<file path="config.mk">
export PLATFORM = sky130hd
export DESIGN_NAME = srpc_core
export DESIGN_NICKNAME = d
export VERILOG_FILES = /design/src/core/srpc_bank.v /design/src/core/srpc_core.v
export VERILOG_INCLUDE_DIRS = /design/src /design/src/pkg
export SDC_FILE = /design/constraint.sdc
export NUM_CORES = 1
export LEC_CHECK = 0
export BUFFER_PORTS_ARGS = -buffer_cell sky130_fd_sc_hd__buf_2
export CAP_MARGIN = 30
export CORE_MARGIN = 3
export CORE_UTILIZATION = 66
export CTS_CLUSTER_SIZE = 25
export DETAILED_ROUTE_END_ITERATION = 16
export PLACE_DENSITY = 0.86
export SYNTH_ARGS = -nofsm -noshare
export SYNTH_HDL_FRONTEND = slang
export SYNTH_HIERARCHICAL = 1
export SYNTH_SLANG_ARGS = --single-unit
export TNS_END_PERCENT = 20
</file>
<file path="constraint.sdc">
create_clock -name core_clk -period 6.6 [get_ports core_clk]
set_clock_uncertainty 0.1 [all_clocks]
set_input_delay 1.32 -clock core_clk [delete_from_list [all_inputs] [get_ports core_clk]]
set_output_delay 1.32 -clock core_clk [all_outputs]
set_load 0.005 [all_outputs]
</file>
<file path="src/pkg/srpc_map.vh">
/*
  Constants for the command, refresh and power-state block of a four-bank DDR memory.
  Assumes the includer uses them at the widths given here.
*/
`ifndef SRPC_MAP_VH
`define SRPC_MAP_VH

// Command codes from {ras_n, cas_n, we_n}
`define SRPC_CMD_NOP      3'h7
`define SRPC_CMD_ACT      3'h3
`define SRPC_CMD_REF      3'h1
`define SRPC_CMD_MRS      3'h0
`define SRPC_CMD_RD       3'h5
`define SRPC_CMD_WR       3'h4
`define SRPC_CMD_PRE      3'h2
`define SRPC_CMD_BST      3'h6

// Decoded command index
`define SRPC_DC_DESEL     4'h0
`define SRPC_DC_NOP       4'h1
`define SRPC_DC_ACT       4'h2
`define SRPC_DC_REF       4'h3
`define SRPC_DC_MRS       4'h4
`define SRPC_DC_RD        4'h5
`define SRPC_DC_WR        4'h6
`define SRPC_DC_PRE       4'h7
`define SRPC_DC_BST       4'h8
`define SRPC_DC_SREF      4'h9

// Device power states
`define SRPC_PS_NORMAL    2'h0
`define SRPC_PS_PDN_PRE   2'h1
`define SRPC_PS_PDN_ACT   2'h2
`define SRPC_PS_SREF      2'h3

// Bank states
`define SRPC_BS_IDLE      3'h0
`define SRPC_BS_ACTVING   3'h1
`define SRPC_BS_ACTIVE    3'h2
`define SRPC_BS_READ      3'h3
`define SRPC_BS_WRITE     3'h4
`define SRPC_BS_PRECHG    3'h5

// Timing in ns at a 100 ns clock
`define SRPC_CLK_NS       100
`define SRPC_TRP_NS       300
`define SRPC_TRCD_NS      300
`define SRPC_TRFC_NS      1000
`define SRPC_TMRD_NS      200
`define SRPC_CYC_MIN(ns)  (((ns) + `SRPC_CLK_NS - 1) / `SRPC_CLK_NS)
`define SRPC_TRP_CYC      `SRPC_CYC_MIN(`SRPC_TRP_NS)
`define SRPC_TRCD_CYC     `SRPC_CYC_MIN(`SRPC_TRCD_NS)
`define SRPC_TRFC_CYC     `SRPC_CYC_MIN(`SRPC_TRFC_NS)
`define SRPC_TMRD_CYC     `SRPC_CYC_MIN(`SRPC_TMRD_NS)
`define SRPC_DLL_CYC      200

`endif

</file>
<file path="src/core/srpc_bank.v">
/*
  One bank's state tracker: idle, activating, active, read, write, precharging.
  Assumes commands arrive already decoded and addressed to this bank, one per clock.
*/
`timescale 1ns/100ps
`default_nettype none
`include "srpc_map.vh"

module srpc_bank #(
  parameter TRP_CYC  = `SRPC_TRP_CYC,
  parameter TRCD_CYC = `SRPC_TRCD_CYC,
  parameter BURST    = 4
) (
  input  wire       core_clk,
  input  wire       rst_n,
  input  wire       cmd_act,
  input  wire       cmd_rd,
  input  wire       cmd_wr,
  input  wire       cmd_pre,
  input  wire       burst_end,
  input  wire       force_idle,
  output wire [2:0] bank_state,
  output wire       bank_idle,
  output wire       bank_open
);

  reg [2:0] state_reg;
  reg [2:0] state_next;
  reg [7:0] cnt_reg;
  reg [7:0] cnt_next;

  assign bank_state = state_reg;
  assign bank_idle  = (state_reg == `SRPC_BS_IDLE);
  assign bank_open  = (state_reg != `SRPC_BS_IDLE) && (state_reg != `SRPC_BS_PRECHG);

  ////////////////////////////////////////////////////////////////////////////
  always @* begin
    state_next = state_reg;
    cnt_next   = (cnt_reg != 8'h00) ? cnt_reg - 8'h01 : 8'h00;
    if (force_idle) begin
      state_next = `SRPC_BS_IDLE;
      cnt_next   = 8'h00;
    end else begin
      case (state_reg)
        `SRPC_BS_IDLE: begin
          if (cmd_act) begin
            state_next = `SRPC_BS_ACTVING;
            cnt_next   = TRCD_CYC[7:0] - 8'h01;
          end
        end
        `SRPC_BS_ACTVING: begin
          if (cnt_reg == 8'h00)
            state_next = `SRPC_BS_ACTIVE;
        end
        `SRPC_BS_ACTIVE, `SRPC_BS_READ, `SRPC_BS_WRITE: begin
          if (cmd_pre) begin
            state_next = `SRPC_BS_PRECHG;
            cnt_next   = TRP_CYC[7:0] - 8'h01;
          end else if (cmd_rd) begin
            state_next = `SRPC_BS_READ;
            cnt_next   = BURST[7:0];
          end else if (cmd_wr) begin
            state_next = `SRPC_BS_WRITE;
            cnt_next   = BURST[7:0];
          end else if (state_reg != `SRPC_BS_ACTIVE && (burst_end || cnt_reg == 8'h00)) begin
            state_next = `SRPC_BS_ACTIVE;
          end
        end
        `SRPC_BS_PRECHG: begin
          if (cnt_reg == 8'h00)
            state_next = `SRPC_BS_IDLE;
        end
        default: state_next = `SRPC_BS_IDLE;
      endcase
    end
  end

  always @(posedge core_clk or negedge rst_n) begin
    if (!rst_n) begin
      state_reg <= `SRPC_BS_IDLE;
      cnt_reg   <= 8'h00;
    end else begin
      state_reg <= state_next;
      cnt_reg   <= cnt_next;
    end
  end

endmodule
`default_nettype wire

</file>
<file path="src/core/srpc_core.v">
/*
  Command decode, auto/self refresh, power-down and per-bank legality for a
  four-bank DDR memory. Assumes all inputs are synchronous to core_clk.
*/
`timescale 1ns/100ps
`default_nettype none
`include "srpc_map.vh"

// Behaviour
// - CS, RAS, CAS low with CKE and WE high decodes as auto refresh.
// - Refresh row comes from internal counter; external address is ignored.
// - After refresh all banks idle; controller waits refresh cycle time.
// - Refresh decode with CKE low enters self refresh.
// - Self refresh holds while CKE low; all other inputs ignored.
// - Internal clock is gated off during self refresh.
// - CKE registered low with no access enters precharge or active power-down.
// - In power-down buffers are off and inputs other than CKE ignored.
// - CKE high with NOP or deselect exits power-down synchronously.
// - CKE falling with NOP picks power-down kind; with refresh enters self refresh.
// - CS high is deselect; low decodes RAS, CAS, WE into eight commands.
// - Bank idle after precharge period; active after activate-to-column delay.
// - Read burst accepts read, write, burst stop or truncating precharge.
// - Write burst accepts write, read or truncating precharge.
// - Other banks accept activate, read, write, precharge in parallel.
// - Burst stop ends the most recent read burst, any bank.
module srpc_core #(
  parameter ROW_W    = 13,
  parameter TRFC_CYC = `SRPC_TRFC_CYC,
  parameter TMRD_CYC = `SRPC_TMRD_CYC,
  parameter DLL_CYC  = `SRPC_DLL_CYC,
  parameter BURST    = 4
) (
  input  wire             core_clk,
  input  wire             rst_n,
  input  wire             cke,
  input  wire             cs_n,
  input  wire             ras_n,
  input  wire             cas_n,
  input  wire             we_n,
  input  wire [1:0]       bank_addr,
  input  wire             pre_all,
  output reg  [3:0]       cmd_code,
  output reg  [1:0]       power_state,
  output reg              internal_clk_en,
  output reg              input_buf_en,
  output reg              refresh_busy,
  output reg              refresh_pulse,
  output reg  [ROW_W-1:0] refresh_row,
  output reg              dll_locking,
  output reg  [3:0]       bank_idle_mask,
  output reg  [3:0]       bank_open_mask,
  output reg              cmd_illegal,
  output reg              read_burst_valid,
  output reg  [1:0]       read_burst_bank
);

  ////////////////////////////////////////////////////////////////////////////
  // Decode
  function [3:0] decode_cmd;
    input cs;
    input [2:0] rcw;
    begin
      if (cs)
        decode_cmd = `SRPC_DC_DESEL;
      else begin
        case (rcw)
          `SRPC_CMD_NOP: decode_cmd = `SRPC_DC_NOP;
          `SRPC_CMD_ACT: decode_cmd = `SRPC_DC_ACT;
          `SRPC_CMD_REF: decode_cmd = `SRPC_DC_REF;
          `SRPC_CMD_MRS: decode_cmd = `SRPC_DC_MRS;
          `SRPC_CMD_RD:  decode_cmd = `SRPC_DC_RD;
          `SRPC_CMD_WR:  decode_cmd = `SRPC_DC_WR;
          `SRPC_CMD_PRE: decode_cmd = `SRPC_DC_PRE;
          `SRPC_CMD_BST: decode_cmd = `SRPC_DC_BST;
          default:       decode_cmd = `SRPC_DC_NOP;
        endcase
      end
    end
  endfunction

  reg        cke_prev_reg;
  reg [1:0]  pstate_reg;
  reg [1:0]  pstate_next;
  reg [7:0]  busy_cnt_reg;
  reg [7:0]  busy_cnt_next;
  reg [7:0]  dll_cnt_reg;
  reg [7:0]  dll_cnt_next;
  reg [ROW_W-1:0] row_cnt_reg;
  reg [2:0]  rd_left_reg;
  reg [2:0]  rd_left_next;
  reg [1:0]  rd_bank_reg;
  reg [1:0]  rd_bank_next;

  wire [3:0] raw_cmd = decode_cmd(cs_n, {ras_n, cas_n, we_n});
  wire       nop_like = (raw_cmd == `SRPC_DC_DESEL) || (raw_cmd == `SRPC_DC_NOP);
  wire       in_normal = (pstate_reg == `SRPC_PS_NORMAL);
  wire [3:0] b_idle;
  wire [3:0] b_open;
  wire [11:0] b_state;
  wire       all_idle = &b_idle;
  wire       any_burst;
  wire       busy = (busy_cnt_reg != 8'h00);

  // Commands only reach the core with CKE high on both edges and no refresh or mode set running
  wire live = in_normal && cke_prev_reg && cke && !busy;
  wire [3:0] cmd_eff = live ? raw_cmd : `SRPC_DC_NOP;

  wire do_ref  = (cmd_eff == `SRPC_DC_REF) && all_idle;
  wire do_mrs  = (cmd_eff == `SRPC_DC_MRS) && all_idle;
  wire do_bst  = (cmd_eff == `SRPC_DC_BST) && (rd_left_reg != 3'h0);
  wire sref_in = in_normal && cke_prev_reg && !cke && (raw_cmd == `SRPC_DC_REF) && all_idle && !busy;
  wire pdn_in  = in_normal && cke_prev_reg && !cke && nop_like && !any_burst && !busy;

  ////////////////////////////////////////////////////////////////////////////
  // Banks
  genvar gi;
  generate
    for (gi = 0; gi < 4; gi = gi + 1) begin : g_bank
      wire sel = (bank_addr == gi[1:0]);
      srpc_bank #(
        .BURST (BURST)
      ) u_bank (
        .core_clk   (core_clk),
        .rst_n      (rst_n),
        .cmd_act    (sel && cmd_eff == `SRPC_DC_ACT),
        .cmd_rd     (sel && cmd_eff == `SRPC_DC_RD),
        .cmd_wr     (sel && cmd_eff == `SRPC_DC_WR),
        .cmd_pre    ((sel || pre_all) && cmd_eff == `SRPC_DC_PRE),
        .burst_end  (do_bst && rd_bank_reg == gi[1:0]),
        .force_idle (do_ref),
        .bank_state (b_state[3*gi +: 3]),
        .bank_idle  (b_idle[gi]),
        .bank_open  (b_open[gi])
      );
    end
  endgenerate

  assign any_burst = (b_state[2:0]  == `SRPC_BS_READ) || (b_state[2:0]  == `SRPC_BS_WRITE) ||
                     (b_state[5:3]  == `SRPC_BS_READ) || (b_state[5:3]  == `SRPC_BS_WRITE) ||
                     (b_state[8:6]  == `SRPC_BS_READ) || (b_state[8:6]  == `SRPC_BS_WRITE) ||
                     (b_state[11:9] == `SRPC_BS_READ) || (b_state[11:9] == `SRPC_BS_WRITE);

  ////////////////////////////////////////////////////////////////////////////
  // Power state and busy timers
  always @* begin
    pstate_next   = pstate_reg;
    busy_cnt_next = busy ? busy_cnt_reg - 8'h01 : 8'h00;
    dll_cnt_next  = (dll_cnt_reg != 8'h00) ? dll_cnt_reg - 8'h01 : 8'h00;
    case (pstate_reg)
      `SRPC_PS_NORMAL: begin
        if (sref_in)
          pstate_next = `SRPC_PS_SREF;
        else if (pdn_in)
          pstate_next = (|b_open) ? `SRPC_PS_PDN_ACT : `SRPC_PS_PDN_PRE;
        else if (do_ref)
          busy_cnt_next = TRFC_CYC[7:0] - 8'h01;
        else if (do_mrs)
          busy_cnt_next = TMRD_CYC[7:0] - 8'h01;
      end
      `SRPC_PS_PDN_PRE, `SRPC_PS_PDN_ACT: begin
        if (cke && nop_like)
          pstate_next = `SRPC_PS_NORMAL;
      end
      `SRPC_PS_SREF: begin
        if (cke && nop_like) begin
          pstate_next  = `SRPC_PS_NORMAL;
          dll_cnt_next = DLL_CYC[7:0];
        end
      end
      default: pstate_next = `SRPC_PS_NORMAL;
    endcase
  end

  // Most recent read burst, for bank-independent burst stop
  always @* begin
    rd_left_next = (rd_left_reg != 3'h0) ? rd_left_reg - 3'h1 : 3'h0;
    rd_bank_next = rd_bank_reg;
    if (cmd_eff == `SRPC_DC_RD) begin
      rd_left_next = BURST[2:0];
      rd_bank_next = bank_addr;
    end else if (do_bst || cmd_eff == `SRPC_DC_WR) begin
      rd_left_next = 3'h0;
    end
  end

  ////////////////////////////////////////////////////////////////////////////
  // Registers
  always @(posedge core_clk or negedge rst_n) begin
    if (!rst_n) begin
      cke_prev_reg <= 1'b0;
      pstate_reg   <= `SRPC_PS_NORMAL;
      busy_cnt_reg <= 8'h00;
      dll_cnt_reg  <= 8'h00;
      row_cnt_reg  <= {ROW_W{1'b0}};
      rd_left_reg  <= 3'h0;
      rd_bank_reg  <= 2'h0;
    end else begin
      cke_prev_reg <= cke;
      pstate_reg   <= pstate_next;
      busy_cnt_reg <= busy_cnt_next;
      dll_cnt_reg  <= dll_cnt_next;
      rd_left_reg  <= rd_left_next;
      rd_bank_reg  <= rd_bank_next;
      // Self refresh also walks the row counter so no row starves
      if (do_ref || (pstate_reg == `SRPC_PS_SREF && !cke))
        row_cnt_reg <= row_cnt_reg + {{(ROW_W-1){1'b0}}, 1'b1};
    end
  end

  always @(posedge core_clk or negedge rst_n) begin
    if (!rst_n) begin
      cmd_code         <= `SRPC_DC_DESEL;
      power_state      <= `SRPC_PS_NORMAL;
      internal_clk_en  <= 1'b1;
      input_buf_en     <= 1'b1;
      refresh_busy     <= 1'b0;
      refresh_pulse    <= 1'b0;
      refresh_row      <= {ROW_W{1'b0}};
      dll_locking      <= 1'b0;
      bank_idle_mask   <= 4'hf;
      bank_open_mask   <= 4'h0;
      cmd_illegal      <= 1'b0;
      read_burst_valid <= 1'b0;
      read_burst_bank  <= 2'h0;
    end else begin
      cmd_code         <= sref_in ? `SRPC_DC_SREF : cmd_eff;
      power_state      <= pstate_next;
      internal_clk_en  <= (pstate_next != `SRPC_PS_SREF);
      input_buf_en     <= (pstate_next == `SRPC_PS_NORMAL);
      refresh_busy     <= (busy_cnt_next != 8'h00) && do_ref || (refresh_busy && busy);
      refresh_pulse    <= do_ref;
      refresh_row      <= do_ref ? row_cnt_reg : refresh_row;
      dll_locking      <= (dll_cnt_next != 8'h00);
      bank_idle_mask   <= b_idle;
      bank_open_mask   <= b_open;
      // Flags a command the state tables do not allow; it never blocks anything else
      cmd_illegal      <= (live && ((raw_cmd == `SRPC_DC_REF || raw_cmd == `SRPC_DC_MRS) && !all_idle ||
                           raw_cmd == `SRPC_DC_BST && rd_left_reg == 3'h0)) ||
                          (in_normal && cke_prev_reg && cke && busy && !nop_like);
      read_burst_valid <= (rd_left_next != 3'h0);
      read_burst_bank  <= rd_bank_next;
    end
  end

endmodule
`default_nettype wire

</file>
==> run_results.csv <==
group,metric,value,unit
status,outcome,"completed",
placed_design,dp_hpwl,9.64,mm
floorplanning,start_util,69.1,%
finish,final_common_cell,"dfrtp_1",
synth,async_reset_ff_share,100,%
pwr,ir_drop,0.218,mV
floorplanning,fp.dieW,105,µm
timing,min_period_over_period,57.9,%
timing,worst_pin_slew,0.866,ns
routing,wl,14.9,mm
global_routing,first_global_vias,5362,
synth,synthFlopType,"dfrtp_1",
synth,yosysWarnings,6,
setup_path,critPathMaxFanout,10,
global_routing,grt_max_degree,70,
timing,setup_tns,0,ns
setup_path,r2r_start,"busy_cnt_reg[0]$_DFF_PN0_",
pwr,clockPowerShare,38.7,%
setup_path,cp.required,6.94,ns
synth,syn_nets,680,
cts,cts_resized,0,
setup_path,critPathKind,"in -> reg",
synth,synth_cells,652,
finish,final_cell_mix,"107 x dfrtp_1, 90 x nor2_1, 44 x buf_2",
global_routing,antenna_found_initial,0,
setup_path,arrival,4.16,ns
global_routing,grt_pass1_wl,25.4,mm
pwr,power_frac_seq,40.3,%
cts,cts_buffer_depth,2,
synth,avgSynthCellArea,9.94,µm²
routing,wl_per_cell,17.7,µm
synth,ys_seq_area_share,43.8,%
timing,setup_violations,0,
synth,synth_edf_count,0,
placed_design,gp_congestion,0.924,
finish,multi_input_area,3390,µm²
setup_path,ff2ff_setup_slack,3.24,ns
global_routing,track_usage,28.4,%
placed_design,port_buffers,45,
routing,ant_nets,0,
floorplanning,rows,35,
setup_path,worstSetupStartpoint,"we_n",
finish,drive_gt1_share,19.8,%
cts,clock_latency,0.52,ns
synth,synth_cell_type_count,67,
routing,dr.pass1.iters,7,
floorplanning,ioPinCount,46,
floorplanning,die_area,11000,µm²
timing,min_period,3.82,ns
pwr,power.internal,1.68,mW
pwr,pwr-share-comb,21.0,%
cts,root_buffer,"clkbuf_8",
finish,largest_reg_flops,32,
pwr,switching_share,32.1,%
finish,nFillCells,597,
synth,synth_seq_cells,113,
routing,via_count,5270,
synth,netlist_area,6480,µm²
routing,drc,0,
timing,timing.hold.ws,0.384,ns
cts,holdBufCountCts,0,
cts,clock-sinks,113,
pwr,netSwitchingPower,0.793,mW
finish,area_growth_syn_to_layout,13.8,%
timing,slew_violations,0,
routing,drt-initial-drc-count,349,
finish,n_antenna_cell,0,
floorplanning,design.core.area,9370,µm²
setup_path,cp-end-kind,"flop",
timing,max_clock_freq,0.262,GHz
pwr,pwr_density_cell,335,nW/µm²
job,drv_cap,0,
routing,via_per_inst,6.26,
cts,cts.clk_slew.worst_paths,0.06,ns
cts,htreeDepth,4,
timing,hold_violations,0,
hold_path,hp-class,"reg -> reg",
pwr,p_leak,3.31,nW
global_routing,gr-total-overflow,0,
timing,maxSlewHeadroom,42.3,%
timing,rsz0062_at_grt,"no",
hold_path,hp-start,"refresh_busy$_DFF_PN0_",
pwr,p_total,2.47,mW
finish,nNetsFinal,728,
cts,cts_setup_buffers,0,
floorplanning,fp.dieH,105,µm
cts,cts_tree,"done",
finish,regArea,2840,µm²
setup_path,worst_setup_path_start_kind,"input port",
cts,numCtsBuffers,17,
==> final cells by class <==
type / instances / area share (%)
clock inverter: 15 / 2.68
inverter: 34 / 1.73
clock buffer: 17 / 5.62
sequential: 113 / 38.5
multi-input combinational: 487 / 46.0
timing repair buffer: 47 / 3.29
tap: 129 / 2.19
==> layer usage <==
metal / wire length [µm] / global-route usage, % / part of all wire (%)
met5: 0 / 0 / 0
met4: 417 / 13.1 / 2.8
met3: 877 / 5.74 / 5.9
met2: 7430 / 47.6 / 50
met1: 6200 / 35.3 / 42
==> power groups by stage <==
stage                     Combinational, mW  Clock, mW  Sequential, mW
after floorplan                       0.408          0           0.963
after global placement                0.475          0           0.987
after detailed placement              0.505          0           0.995
after CTS                             0.519      0.961           0.991
after global routing                  0.587      0.995            1.02
final                                 0.519      0.955           0.996
==> cell families (layout without fill, tap and decap cells) <==
group | after synthesis | in the layout | share of synthesized area [%]
compound gates | 108 | 108 | 13.1
fa+ha+maj | 18 | 18 | 3.48
mux | 23 | 23 | 4.35
flops | 113 | 113 | 43.8
xor+xnor | 45 | 45 | 6.08
buf+inv | 52 | 113 | 3.92
simple gates | 293 | 293 | 25.4
==> through the flow <==
step	cell area, µm²	cells	util, %	setup WS (ns)
finish	7370	842	78.7	2.78
global route	7370	842	78.7	2.59
global placement	6760	810	72.1	2.60
CTS	7370	842	78.7	2.87
floorplan	6480	652	-	2.95
detailed placement	6760	810	72.1	2.45
==> synthesized netlist by cell type (all sizes together), types with 4 or more instances <==
cell / instances / area (µm²)
xnor2: 27 / 236
o21bai: 8 / 60.1
and2: 5 / 31.3
a21o: 5 / 45.0
buf: 16 / 119
and3: 4 / 25.0
mux2i: 6 / 60.1
mux2: 17 / 221
o22ai: 9 / 111
or4: 10 / 75.1
dfstp: 6 / 158
nor4: 7 / 65.1
o21ai: 15 / 75.1
nand2: 43 / 161
nand2b: 30 / 195
nor3: 21 / 130
nor4b: 10 / 87.6
nor2b: 6 / 37.5
nor2: 91 / 342
xor2: 18 / 158
a221oi: 12 / 130
nor3b: 6 / 45.0
a211o: 4 / 35.0
o32ai: 5 / 43.8
o31ai: 9 / 72.6
o21a: 4 / 30.0
a21oi: 26 / 145
ha: 18 / 225
dfrtp: 107 / 2680
or2: 6 / 50.1
o311ai: 4 / 35.0
or3b: 12 / 115
nand4: 9 / 56.3
or3: 11 / 68.8
nand3: 11 / 55.1
inv: 34 / 128
==> final timing paths <==
kind	to	cells after the start
min	refresh_busy$_DFF_PN0_	2
min reg2reg	refresh_busy$_DFF_PN0_	2
max	g_bank[0].u_bank/bank_state[1]$_DFFE_PN0P_	12
min in group asynchronous	dll_cnt_reg[5]$_DFF_PN0_	1
max in group asynchronous	g_bank[2].u_bank/bank_state[2]$_DFFE_PN0P_	2
max reg2reg	g_bank[0].u_bank/bank_state[1]$_DFFE_PN0P_	10
==> worst max-delay path, stage by stage <==
cell	delay [ns]
buf_2	0.13
inv_1	0.11
ha_1	0.35
nand2b_4	0.08
o32a_1	0.17
nor2_1	0.24
nand3_1	0.39
nor3_1	0.58
inv_1	0.13
a221oi_1	0.38
o21bai_1	0.13
mux2i_1	0.16
Note: power is estimated with default switching activity, not from simulation.
